$ cat src/hw/sic_pkg.sv
// shared constants and types for the script interrupt control block
package sic_pkg;

   // ----------------------------------------------------------------
   // command frame layout
   // ----------------------------------------------------------------
   localparam int unsigned FRAME_LEN      = 9;        // bytes per command frame
   localparam logic [3:0]  FRAME_LAST_IDX = 4'h8;     // index of the checksum byte
   localparam logic [3:0]  IDX_ADDR       = 4'h0;     // target address byte
   localparam logic [3:0]  IDX_CMD        = 4'h1;     // instruction code byte
   localparam logic [3:0]  IDX_TYPE       = 4'h2;     // type byte (interrupt number)
   localparam logic [3:0]  IDX_VAL_FIRST  = 4'h4;     // value byte 3 (most significant)

   // ----------------------------------------------------------------
   // instruction codes handled here
   // ----------------------------------------------------------------
   localparam logic [7:0] CMD_IRQ_ENABLE  = 8'h19;    // interrupt_enable_cmd, 25
   localparam logic [7:0] CMD_IRQ_DISABLE = 8'h1a;    // interrupt_disable_cmd, 26
   localparam logic [7:0] CMD_VECTOR_DEFINE_CMD_DEF    = 8'h25;    // vector_define_cmd, 37
   localparam logic [7:0] CMD_HANDLER_RET = 8'h26;    // handler_return_cmd, 38
   localparam logic [7:0] IRQ_GLOBAL      = 8'hff;    // number acting as global switch

   // ----------------------------------------------------------------
   // reply status codes
   // ----------------------------------------------------------------
   localparam logic [7:0] STATUS_OK       = 8'h64;    // 100, command done
   localparam logic [7:0] STATUS_BAD_CSUM = 8'h01;    // frame checksum mismatch

   // ----------------------------------------------------------------
   // reset values
   // ----------------------------------------------------------------
   localparam logic       RST_GLOBAL_EN   = 1'b0;     // interrupt processing off
   localparam logic       RST_ACTIVE      = 1'b0;     // no handler running
   localparam logic [3:0] RST_BYTE_CNT    = 4'h0;     // frame assembly at byte 0

   // dispatch sequencer states
   typedef enum logic [0:0] {SIC_IDLE, SIC_VREAD} sic_state_e;

endpackage : sic_pkg

$ cat src/hw/sic_vec_if.sv
// carrier between the interrupt sequencer and its vector table
`timescale 1ns/1ps
interface sic_vec_if #(
   parameter int AW = 5,                 // index width
   parameter int DW = 16                 // handler entry address width
);
   logic          wr_en;                 // store a handler entry
   logic [AW-1:0] wr_idx;                // interrupt number written
   logic [DW-1:0] wr_data;               // handler entry address
   logic          rd_en;                 // fetch an entry
   logic [AW-1:0] rd_idx;                // interrupt number read
   logic [DW-1:0] rd_data;               // registered read data, one cycle later

   modport ctrl (output wr_en, output wr_idx, output wr_data,
                 output rd_en, output rd_idx, input rd_data);
   modport mem  (input wr_en, input wr_idx, input wr_data,
                 input rd_en, input rd_idx, output rd_data);
endinterface : sic_vec_if

$ cat src/hw/sic_vector_mem.sv
// handler entry address table, registered read port
`timescale 1ns/1ps
module sic_vector_mem #(
   parameter int DEPTH = 32              // number of interrupt sources
)(
   // clock
   input wire logic clk,
   // table port
   sic_vec_if.mem   vp
);
   // ----------------------------------------------------------------
   // storage
   // ----------------------------------------------------------------
   // no reset on the array: an entry is only used after software defines it
   logic [$bits(vp.wr_data)-1:0] mem_reg [DEPTH];   // entry addresses
   logic [$bits(vp.wr_data)-1:0] rd_data_reg;       // read data register

   // write on request, read into a register so the output is a flop
   always_ff @(posedge clk)
   begin
      if (vp.wr_en)
      begin
         mem_reg[vp.wr_idx] <= vp.wr_data;
      end
      if (vp.rd_en)
      begin
         rd_data_reg <= mem_reg[vp.rd_idx];
      end
   end

   assign vp.rd_data = rd_data_reg;

endmodule : sic_vector_mem

$ cat src/hw/sic_ctrl.sv
// script interrupt control: frame decode, enables, vectors, dispatch and return
`timescale 1ns/1ps
module sic_ctrl
   import sic_pkg::*;
#(
   parameter int         NUM_IRQ = 32,      // interrupt sources
   parameter int         PC_W    = 16,      // program counter width
   parameter logic [7:0] MY_ADDR = 8'h01    // target address of this device
)(
   // clock and reset
   input  wire logic              clk,
   input  wire logic              rst,
   // command byte stream, same clock
   input  wire logic              rx_valid,
   input  wire logic [7:0]        rx_data,
   input  wire logic              direct_mode,
   // interrupt events, one-cycle pulses, same clock
   input  wire logic [NUM_IRQ-1:0] irq_event,
   // interpreter context to save
   input  wire logic [31:0]       acc_in,
   input  wire logic [31:0]       xreg_in,
   input  wire logic [7:0]        flags_in,
   input  wire logic [PC_W-1:0]   pc_in,
   // reply to the host
   output logic                   reply_valid,
   output logic [7:0]             reply_status,
   output logic [7:0]             reply_cmd,
   // handler entry
   output logic                   jump_valid,
   output logic [PC_W-1:0]        jump_addr,
   // handler return
   output logic                   restore_valid,
   output logic [31:0]            acc_out,
   output logic [31:0]            xreg_out,
   output logic [7:0]             flags_out,
   output logic [PC_W-1:0]        pc_out,
   // status
   output logic                   global_en,
   output logic                   handler_active,
   output logic [NUM_IRQ-1:0]     irq_enabled
);
   localparam int AW = $clog2(NUM_IRQ);

   // ----------------------------------------------------------------
   // state
   // ----------------------------------------------------------------
   logic [3:0]         cnt_reg,  cnt_next;       // byte index inside the frame
   logic [7:0]         sum_reg,  sum_next;       // running modulo-256 sum
   logic               addr_ok_reg, addr_ok_next;// frame is for us
   logic [7:0]         cmd_reg,  cmd_next;       // instruction code
   logic [7:0]         type_reg, type_next;      // interrupt number
   logic [31:0]        val_reg,  val_next;       // value field
   logic [NUM_IRQ-1:0] en_reg,   en_next;        // per-source enables
   logic [NUM_IRQ-1:0] pend_reg, pend_next;      // caught events
   logic               gen_reg,  gen_next;       // global processing enable
   logic               act_reg,  act_next;       // handler running
   sic_state_e         st_reg,   st_next;        // dispatch sequencer
   logic [AW-1:0]      sel_reg,  sel_next;       // source being dispatched
   logic               rep_v_reg, rep_v_next;    // reply strobe
   logic [7:0]         rep_s_reg, rep_s_next;    // reply status
   logic [7:0]         rep_c_reg, rep_c_next;    // reply code
   logic               jmp_reg,  jmp_next;       // jump strobe
   logic               rst_v_reg, rst_v_next;    // restore strobe
   logic [31:0]        sacc_reg, sacc_next;      // saved accumulator
   logic [31:0]        sx_reg,   sx_next;        // saved X register
   logic [7:0]         sfl_reg,  sfl_next;       // saved flags
   logic [PC_W-1:0]    spc_reg,  spc_next;       // saved program counter

   // decode of the frame that completes this cycle
   logic       last_byte;                        // checksum byte arriving
   logic       frame_ok;                         // good frame for us
   logic       ours;                             // code belongs to this block
   logic       src_ok;                           // type byte names a real source
   logic [AW-1:0] src_idx;                       // source index from type byte

   sic_vec_if #(.AW(AW), .DW(PC_W)) vif ();

   // ----------------------------------------------------------------
   // helpers
   // ----------------------------------------------------------------
   // lowest numbered pending source wins
   function automatic logic [AW-1:0] first_set(input logic [NUM_IRQ-1:0] v);
      logic [AW-1:0] r;
      r = '0;
      for (int i = NUM_IRQ - 1; i >= 0; i--)
      begin
         if (v[i])
         begin
            r = AW'(i);
         end
      end
      return r;
   endfunction : first_set

   // the four codes this block answers for
   function automatic logic is_ours(input logic [7:0] c);
      return (c == CMD_IRQ_ENABLE) || (c == CMD_IRQ_DISABLE) ||
             (c == CMD_VECTOR_DEFINE_CMD_DEF) || (c == CMD_HANDLER_RET);
   endfunction : is_ours

   // ----------------------------------------------------------------
   // next state
   // ----------------------------------------------------------------
   always_comb
   begin
      cnt_next = cnt_reg;   sum_next = sum_reg;   addr_ok_next = addr_ok_reg;
      cmd_next = cmd_reg;   type_next = type_reg; val_next = val_reg;
      en_next = en_reg;     gen_next = gen_reg;   act_next = act_reg;
      st_next = st_reg;     sel_next = sel_reg;
      rep_v_next = 1'b0;    rep_s_next = rep_s_reg; rep_c_next = rep_c_reg;
      jmp_next = 1'b0;      rst_v_next = 1'b0;
      sacc_next = sacc_reg; sx_next = sx_reg; sfl_next = sfl_reg; spc_next = spc_reg;
      // decode first: the table port below reads the source index
      last_byte = rx_valid && (cnt_reg == FRAME_LAST_IDX);
      ours      = is_ours(cmd_reg);
      src_idx   = type_reg[AW-1:0];
      src_ok    = (32'(type_reg) < NUM_IRQ);
      vif.wr_en = 1'b0;     vif.wr_idx = src_idx; vif.wr_data = val_reg[PC_W-1:0];
      vif.rd_en = 1'b0;     vif.rd_idx = first_set(pend_reg & en_reg);
      frame_ok  = last_byte && addr_ok_reg && (sum_reg == rx_data);

      if (rx_valid)
      begin
         sum_next = sum_reg + rx_data;
         cnt_next = cnt_reg + 4'h1;
         case (cnt_reg)
            IDX_ADDR: addr_ok_next = (rx_data == MY_ADDR);
            IDX_CMD:  cmd_next = rx_data;
            IDX_TYPE: type_next = rx_data;
            default:  if (cnt_reg >= IDX_VAL_FIRST)
                      begin
                         val_next = {val_reg[23:0], rx_data};
                      end
         endcase
         if (last_byte)
         begin
            cnt_next = RST_BYTE_CNT;
            sum_next = 8'h00;
         end
      end

      // replies only in direct mode, only for our codes addressed to us
      if (last_byte && addr_ok_reg && ours && direct_mode)
      begin
         rep_v_next = 1'b1;
         rep_c_next = cmd_reg;
         rep_s_next = frame_ok ? STATUS_OK : STATUS_BAD_CSUM;
      end

      if (frame_ok)
      begin
         case (cmd_reg)
            CMD_IRQ_ENABLE:
            begin
               if (type_reg == IRQ_GLOBAL) gen_next = 1'b1;
               else if (src_ok) en_next[src_idx] = 1'b1;
            end
            CMD_IRQ_DISABLE:
            begin
               if (type_reg == IRQ_GLOBAL) gen_next = 1'b0;
               else if (src_ok) en_next[src_idx] = 1'b0;
            end
            CMD_VECTOR_DEFINE_CMD_DEF:
            begin
               vif.wr_en = src_ok;
            end
            CMD_HANDLER_RET:
            begin
               if (act_reg)
               begin
                  act_next   = 1'b0;
                  rst_v_next = 1'b1;
               end
            end
            default: ;
         endcase
      end

      case (st_reg)
         SIC_IDLE:
            if (gen_reg && !act_reg && |(pend_reg & en_reg))
            begin
               vif.rd_en = 1'b1;
               sel_next  = vif.rd_idx;
               st_next   = SIC_VREAD;
            end
         SIC_VREAD:
         begin
            jmp_next  = 1'b1;
            act_next  = 1'b1;
            sacc_next = acc_in;
            sx_next   = xreg_in;
            sfl_next  = flags_in;
            spc_next  = pc_in;
            st_next   = SIC_IDLE;
         end
         default: st_next = SIC_IDLE;
      endcase

      // events only latch for enabled sources; a new event beats the clear
      pend_next = pend_reg & en_next;
      if (st_reg == SIC_VREAD)
      begin
         pend_next[sel_reg] = 1'b0;
      end
      pend_next = pend_next | (irq_event & en_next);
   end

   // ----------------------------------------------------------------
   // registers
   // ----------------------------------------------------------------
   always_ff @(posedge clk)
   begin
      if (rst)
      begin
         cnt_reg <= RST_BYTE_CNT; sum_reg <= 8'h00; addr_ok_reg <= 1'b0;
         cmd_reg <= 8'h00; type_reg <= 8'h00; val_reg <= 32'h0;
         en_reg <= '0; pend_reg <= '0; gen_reg <= RST_GLOBAL_EN; act_reg <= RST_ACTIVE;
         st_reg <= SIC_IDLE; sel_reg <= '0;
         rep_v_reg <= 1'b0; rep_s_reg <= 8'h00; rep_c_reg <= 8'h00;
         jmp_reg <= 1'b0; rst_v_reg <= 1'b0;
         sacc_reg <= 32'h0; sx_reg <= 32'h0; sfl_reg <= 8'h00; spc_reg <= '0;
      end
      else
      begin
         cnt_reg <= cnt_next; sum_reg <= sum_next; addr_ok_reg <= addr_ok_next;
         cmd_reg <= cmd_next; type_reg <= type_next; val_reg <= val_next;
         en_reg <= en_next; pend_reg <= pend_next; gen_reg <= gen_next; act_reg <= act_next;
         st_reg <= st_next; sel_reg <= sel_next;
         rep_v_reg <= rep_v_next; rep_s_reg <= rep_s_next; rep_c_reg <= rep_c_next;
         jmp_reg <= jmp_next; rst_v_reg <= rst_v_next;
         sacc_reg <= sacc_next; sx_reg <= sx_next; sfl_reg <= sfl_next; spc_reg <= spc_next;
      end
   end

   sic_vector_mem #(.DEPTH(NUM_IRQ)) u_vec (
      .clk (clk),
      .vp  (vif.mem)
   );

   // ----------------------------------------------------------------
   // outputs
   // ----------------------------------------------------------------
   assign reply_valid    = rep_v_reg;
   assign reply_status   = rep_s_reg;
   assign reply_cmd      = rep_c_reg;
   assign jump_valid     = jmp_reg;
   assign jump_addr      = vif.rd_data;   // held until the next table read
   assign restore_valid  = rst_v_reg;
   assign acc_out        = sacc_reg;
   assign xreg_out       = sx_reg;
   assign flags_out      = sfl_reg;
   assign pc_out         = spc_reg;
   assign global_en      = gen_reg;
   assign handler_active = act_reg;
   assign irq_enabled    = en_reg;
endmodule : sic_ctrl

$ cat config.mk
export PLATFORM = sky130hd
export DESIGN_NAME = sic_ctrl
export DESIGN_NICKNAME = d
export VERILOG_FILES = /design/src/hw/sic_pkg.sv /design/src/hw/sic_vec_if.sv /design/src/hw/sic_vector_mem.sv /design/src/hw/sic_ctrl.sv
export SDC_FILE = /design/constraint.sdc
export NUM_CORES = 1
export LEC_CHECK = 0
export BUFFER_PORTS_ARGS = -buffer_cell sky130_fd_sc_hd__buf_2
export CAP_MARGIN = 20
export CORE_MARGIN = 2
export CORE_UTILIZATION = 31
export DETAILED_ROUTE_END_ITERATION = 6
export GPL_TIMING_DRIVEN = 0
export PLACE_DENSITY = 0.53
export SYNTH_ARGS = -nofsm -noshare
export SYNTH_HDL_FRONTEND = slang
export SYNTH_SLANG_ARGS = --single-unit
$ cat constraint.sdc
create_clock -name clk -period 3.2 [get_ports clk]
set_clock_uncertainty 0.1 [all_clocks]
set_input_delay 0.64 -clock clk [delete_from_list [all_inputs] [get_ports clk]]
set_output_delay 0.64 -clock clk [all_outputs]
set_load 0.005 [all_outputs]
==> impl_metrics.json <==
{
  "cts.sinks": 746,
  "hold_path_class": "in -> reg",
  "place.gp.congestion": 0.904,
  "die_width_um": 313,
  "largest_reg_flops": 512,
  "slew_violations": 0,
  "path_cells": "a32o_1 -> a221o_1 -> a221o_1 -> a31o_4 -> buf_12 -> buf_12 -> mux2_4 -> a221oi_4 -> o2111ai_4 -> nor3b_4",
  "place_area_um2": 33000,
  "crit_arrival_ps": 3620,
  "critPathTopFamily": "compound AO/OA/AOI/OAI gates",
  "synth-edff-count": 528,
  "violations": "setup timing",
  "num_rows": 113,
  "r2r_end": "u_vec.vp.rd_data[1]",
  "p_leak_nw": 13.5,
  "clock-root-buffer": "clkbuf_16",
  "grt_usage_pct": 19.3,
  "period_share_pct": 105,
  "synthesis.area_um2": 29700,
  "detail-route-antenna-nets": 0,
  "pre_cts_ws_ps": -1600,
  "synth_compound_area_share_pct": 8.24,
  "hold_start": "irq_event[29]",
  "grt_max_degree": 35,
  "cp-end-kind": "flip-flop",
  "wl_per_cell_um": 23.1,
  "cp-start-kind": "flip-flop",
  "via_per_inst": 5.03,
  "rrSetupSlack_ps": -160,
  "synth_top_family_by_area": "simple AND/OR/NAND/NOR gates",
  "area_growth_pct": 28.2,
  "antenna_found_initial": 3,
  "start_util_pct": 31.3,
  "cp_slowest_cell": "a221oi_4",
  "yosys_register_bits": 746,
  "grt_pass1_wl_mm": 140,
  "cp.buffers_inverters": 2,
  "drtIter0Drc": 1758,
  "synthAdderAreaFrac_pct": 0.532,
  "final_nets": 3011,
  "reg2reg_depth": 10,
  "crit_fanout": 5,
  "hold_path_depth": 2,
  "synth_area_per_cell_um2": 12.2,
  "grt_overflow_total": 0,
  "ys_seq_area_share_pct": 68.2,
  "worstSkewPairLatency_ps": 630,
  "crit_type": "reg -> reg",
  "cts_tree": "yes",
  "status": "complete, but fails checks",
  "portBuffers": 281,
  "final_area_um2": 38000,
  "setup_viol": 16,
  "hpwlAfterDp_mm": 67.8,
  "drc_errors": 0,
  "setup_ws_ps": -157,
  "cap_violations": 0,
  "coreArea_um2": 94900,
  "synth_cells": 2423,
  "io_pins": 289,
  "cp_data_required_time_ps": 3470,
  "routed_wl_mm": 96.7,
  "cts.htree.levels": 3,
  "fp.dieH_um": 313,
  "crit_path_max_incr_delay_ps": 390,
  "fmax_ghz": 0.298,
  "worstHoldEndpoint": "pend_reg[29]",
  "vdd_drop_max_mv": 0.369,
  "fin_crit_ps": 3360,
  "drive_gt1_share_pct": 26.4,
  "synth_simple_gate_area_share_pct": 14.1,
  "synthXorXnorAreaFrac_pct": 0.266,
  "worst_pin_slew_ps": 997,
  "p_per_area_nw_per_um2": 509,
  "clk_pin_slew_ps": 60,
  "ys_async_sr_fraction_pct": 0,
  "rsz0062_at_grt": "true",
  "first_global_vias": 20957,
  "die_area_um2": 98200,
  "dr_total_vias": 21110,
  "rr_startpoint": "irq_enabled[14]",
  "dr.pass1.iters": 6,
  "ys_types": 64,
  "synth_mux_area_share_pct": 6.57,
  "slew_headroom_pct": 33.0,
  "yosys_warnings": 0,
  "ys.flop_type": "edfxtp_1",
  "hold_viol": 0,
  "cts_buffers": 76,
  "clock_path_buffers": 3
}
-- per-layer routing --
metal | vias up | routed length, um | GRT usage [%]
met3 | 173 | 5780 | 3.28
met4 | 0 | 3840 | 7.91
met1 | 10427 | 38700 | 23.2
met2 | 761 | 48400 | 34.1
li1 | 9749 | - | -
met5 | - | 0 | 0
-- Yosys cell counts (all sizes together) (20+ instances only) --
library cell,number,area [um^2]
a21oi,158,791
a32oi,32,280
buf,51,265
clkbuf,92,345
dfxtp,218,4360
edfxtp,528,15900
mux2i,171,1710
nand2,499,1870
nand3,110,551
nand4,24,150
nor2,175,672
nor2b,23,144
nor3,49,255
nor3b,23,173
o21a,34,255
o21ai,40,200
or3,20,125
-- placed cells by master (no fill, tap or decap), drive strengths merged, types with 24 or more instances in the layout --
cell | synthesis | routed
a21oi | 158 | 158
a32oi | 32 | 32
buf | 51 | 416
clkbuf | 92 | 188
clkinv | 0 | 31
dfxtp | 218 | 218
edfxtp | 528 | 528
mux2i | 171 | 171
nand2 | 499 | 499
nand3 | 110 | 110
nand4 | 24 | 24
nor2 | 175 | 175
nor3 | 49 | 49
o21a | 34 | 34
o21ai | 40 | 40
-- what timing repair did --
item / CTS / global route
hold buffers: 0 / 0
setup buffers: 56 / 11
setup endpoints to repair: 590 / 582
gates resized for setup: 300 / 95
pin swaps: 59 / 39
gates cloned: 0 / 2
-- through the flow --
step           total power [mW]  cells  setup TNS (ps)  hold WS [ps]  utilization, %
6_report                   19.3   4196           -1670           122            40.1
2_1_floorplan              10.6   2426          -70690           336               -
5_1_grt                    19.9   4195           -2320           110            40.1
4_1_cts                    19.5   4182           -2060          90.4            39.6
3_5_place_dp               10.8   3986         -763350           348            34.8
3_3_place_gp               10.8   3972         -815750           342            34.5
-- where the power goes --
part	leakage [nW]	switching [mW]	total (mW)	internal, mW
sequential	7.27	0.0220	10.2	10.2
combinational	5.09	0.200	0.335	0.135
clock	1.19	3.81	8.76	4.95
-- worst max-delay path by stage --
stage	from	slack, ps	endpoint	cells past startpoint
floorplan	rx_data[2]	-140	u_vec.mem_reg[10][0]	8
global placement	irq_enabled[9]	-1670	u_vec.vp.rd_data[13]	9
detailed placement	rx_data[2]	-1600	u_vec.mem_reg[25][7]	9
CTS	irq_enabled[13]	-170	u_vec.vp.rd_data[2]	11
global route	pend_reg[13]	-180	u_vec.vp.rd_data[5]	11
finish	irq_enabled[14]	-160	u_vec.vp.rd_data[1]	10
-- layout make-up --
cell class	instances	area, um^2
Antenna cell	1	2.50
Buffer	141	905
Clock buffer	98	2050
Clock inverter	43	353
Fill cell	8963	56800
Inverter	7	30.0
Multi-Input combinational cell	1530	10200
Sequential cell	746	20200
Tap cell	1265	1580
Timing Repair Buffer	365	2620
-- cells by family (layout without fill, tap and decap cells) --
family | after synthesis | after routing
and+or+nand+nor | 955 | 955
muxes | 188 | 188
buffers and inverters | 150 | 654
other | 1 | 5
xor gates and xnor gates | 9 | 9
AOI/OAI and AO/OA | 362 | 362
adders and majority gates | 12 | 12
DFF | 746 | 746
Power figures use the tool's default switching activity.
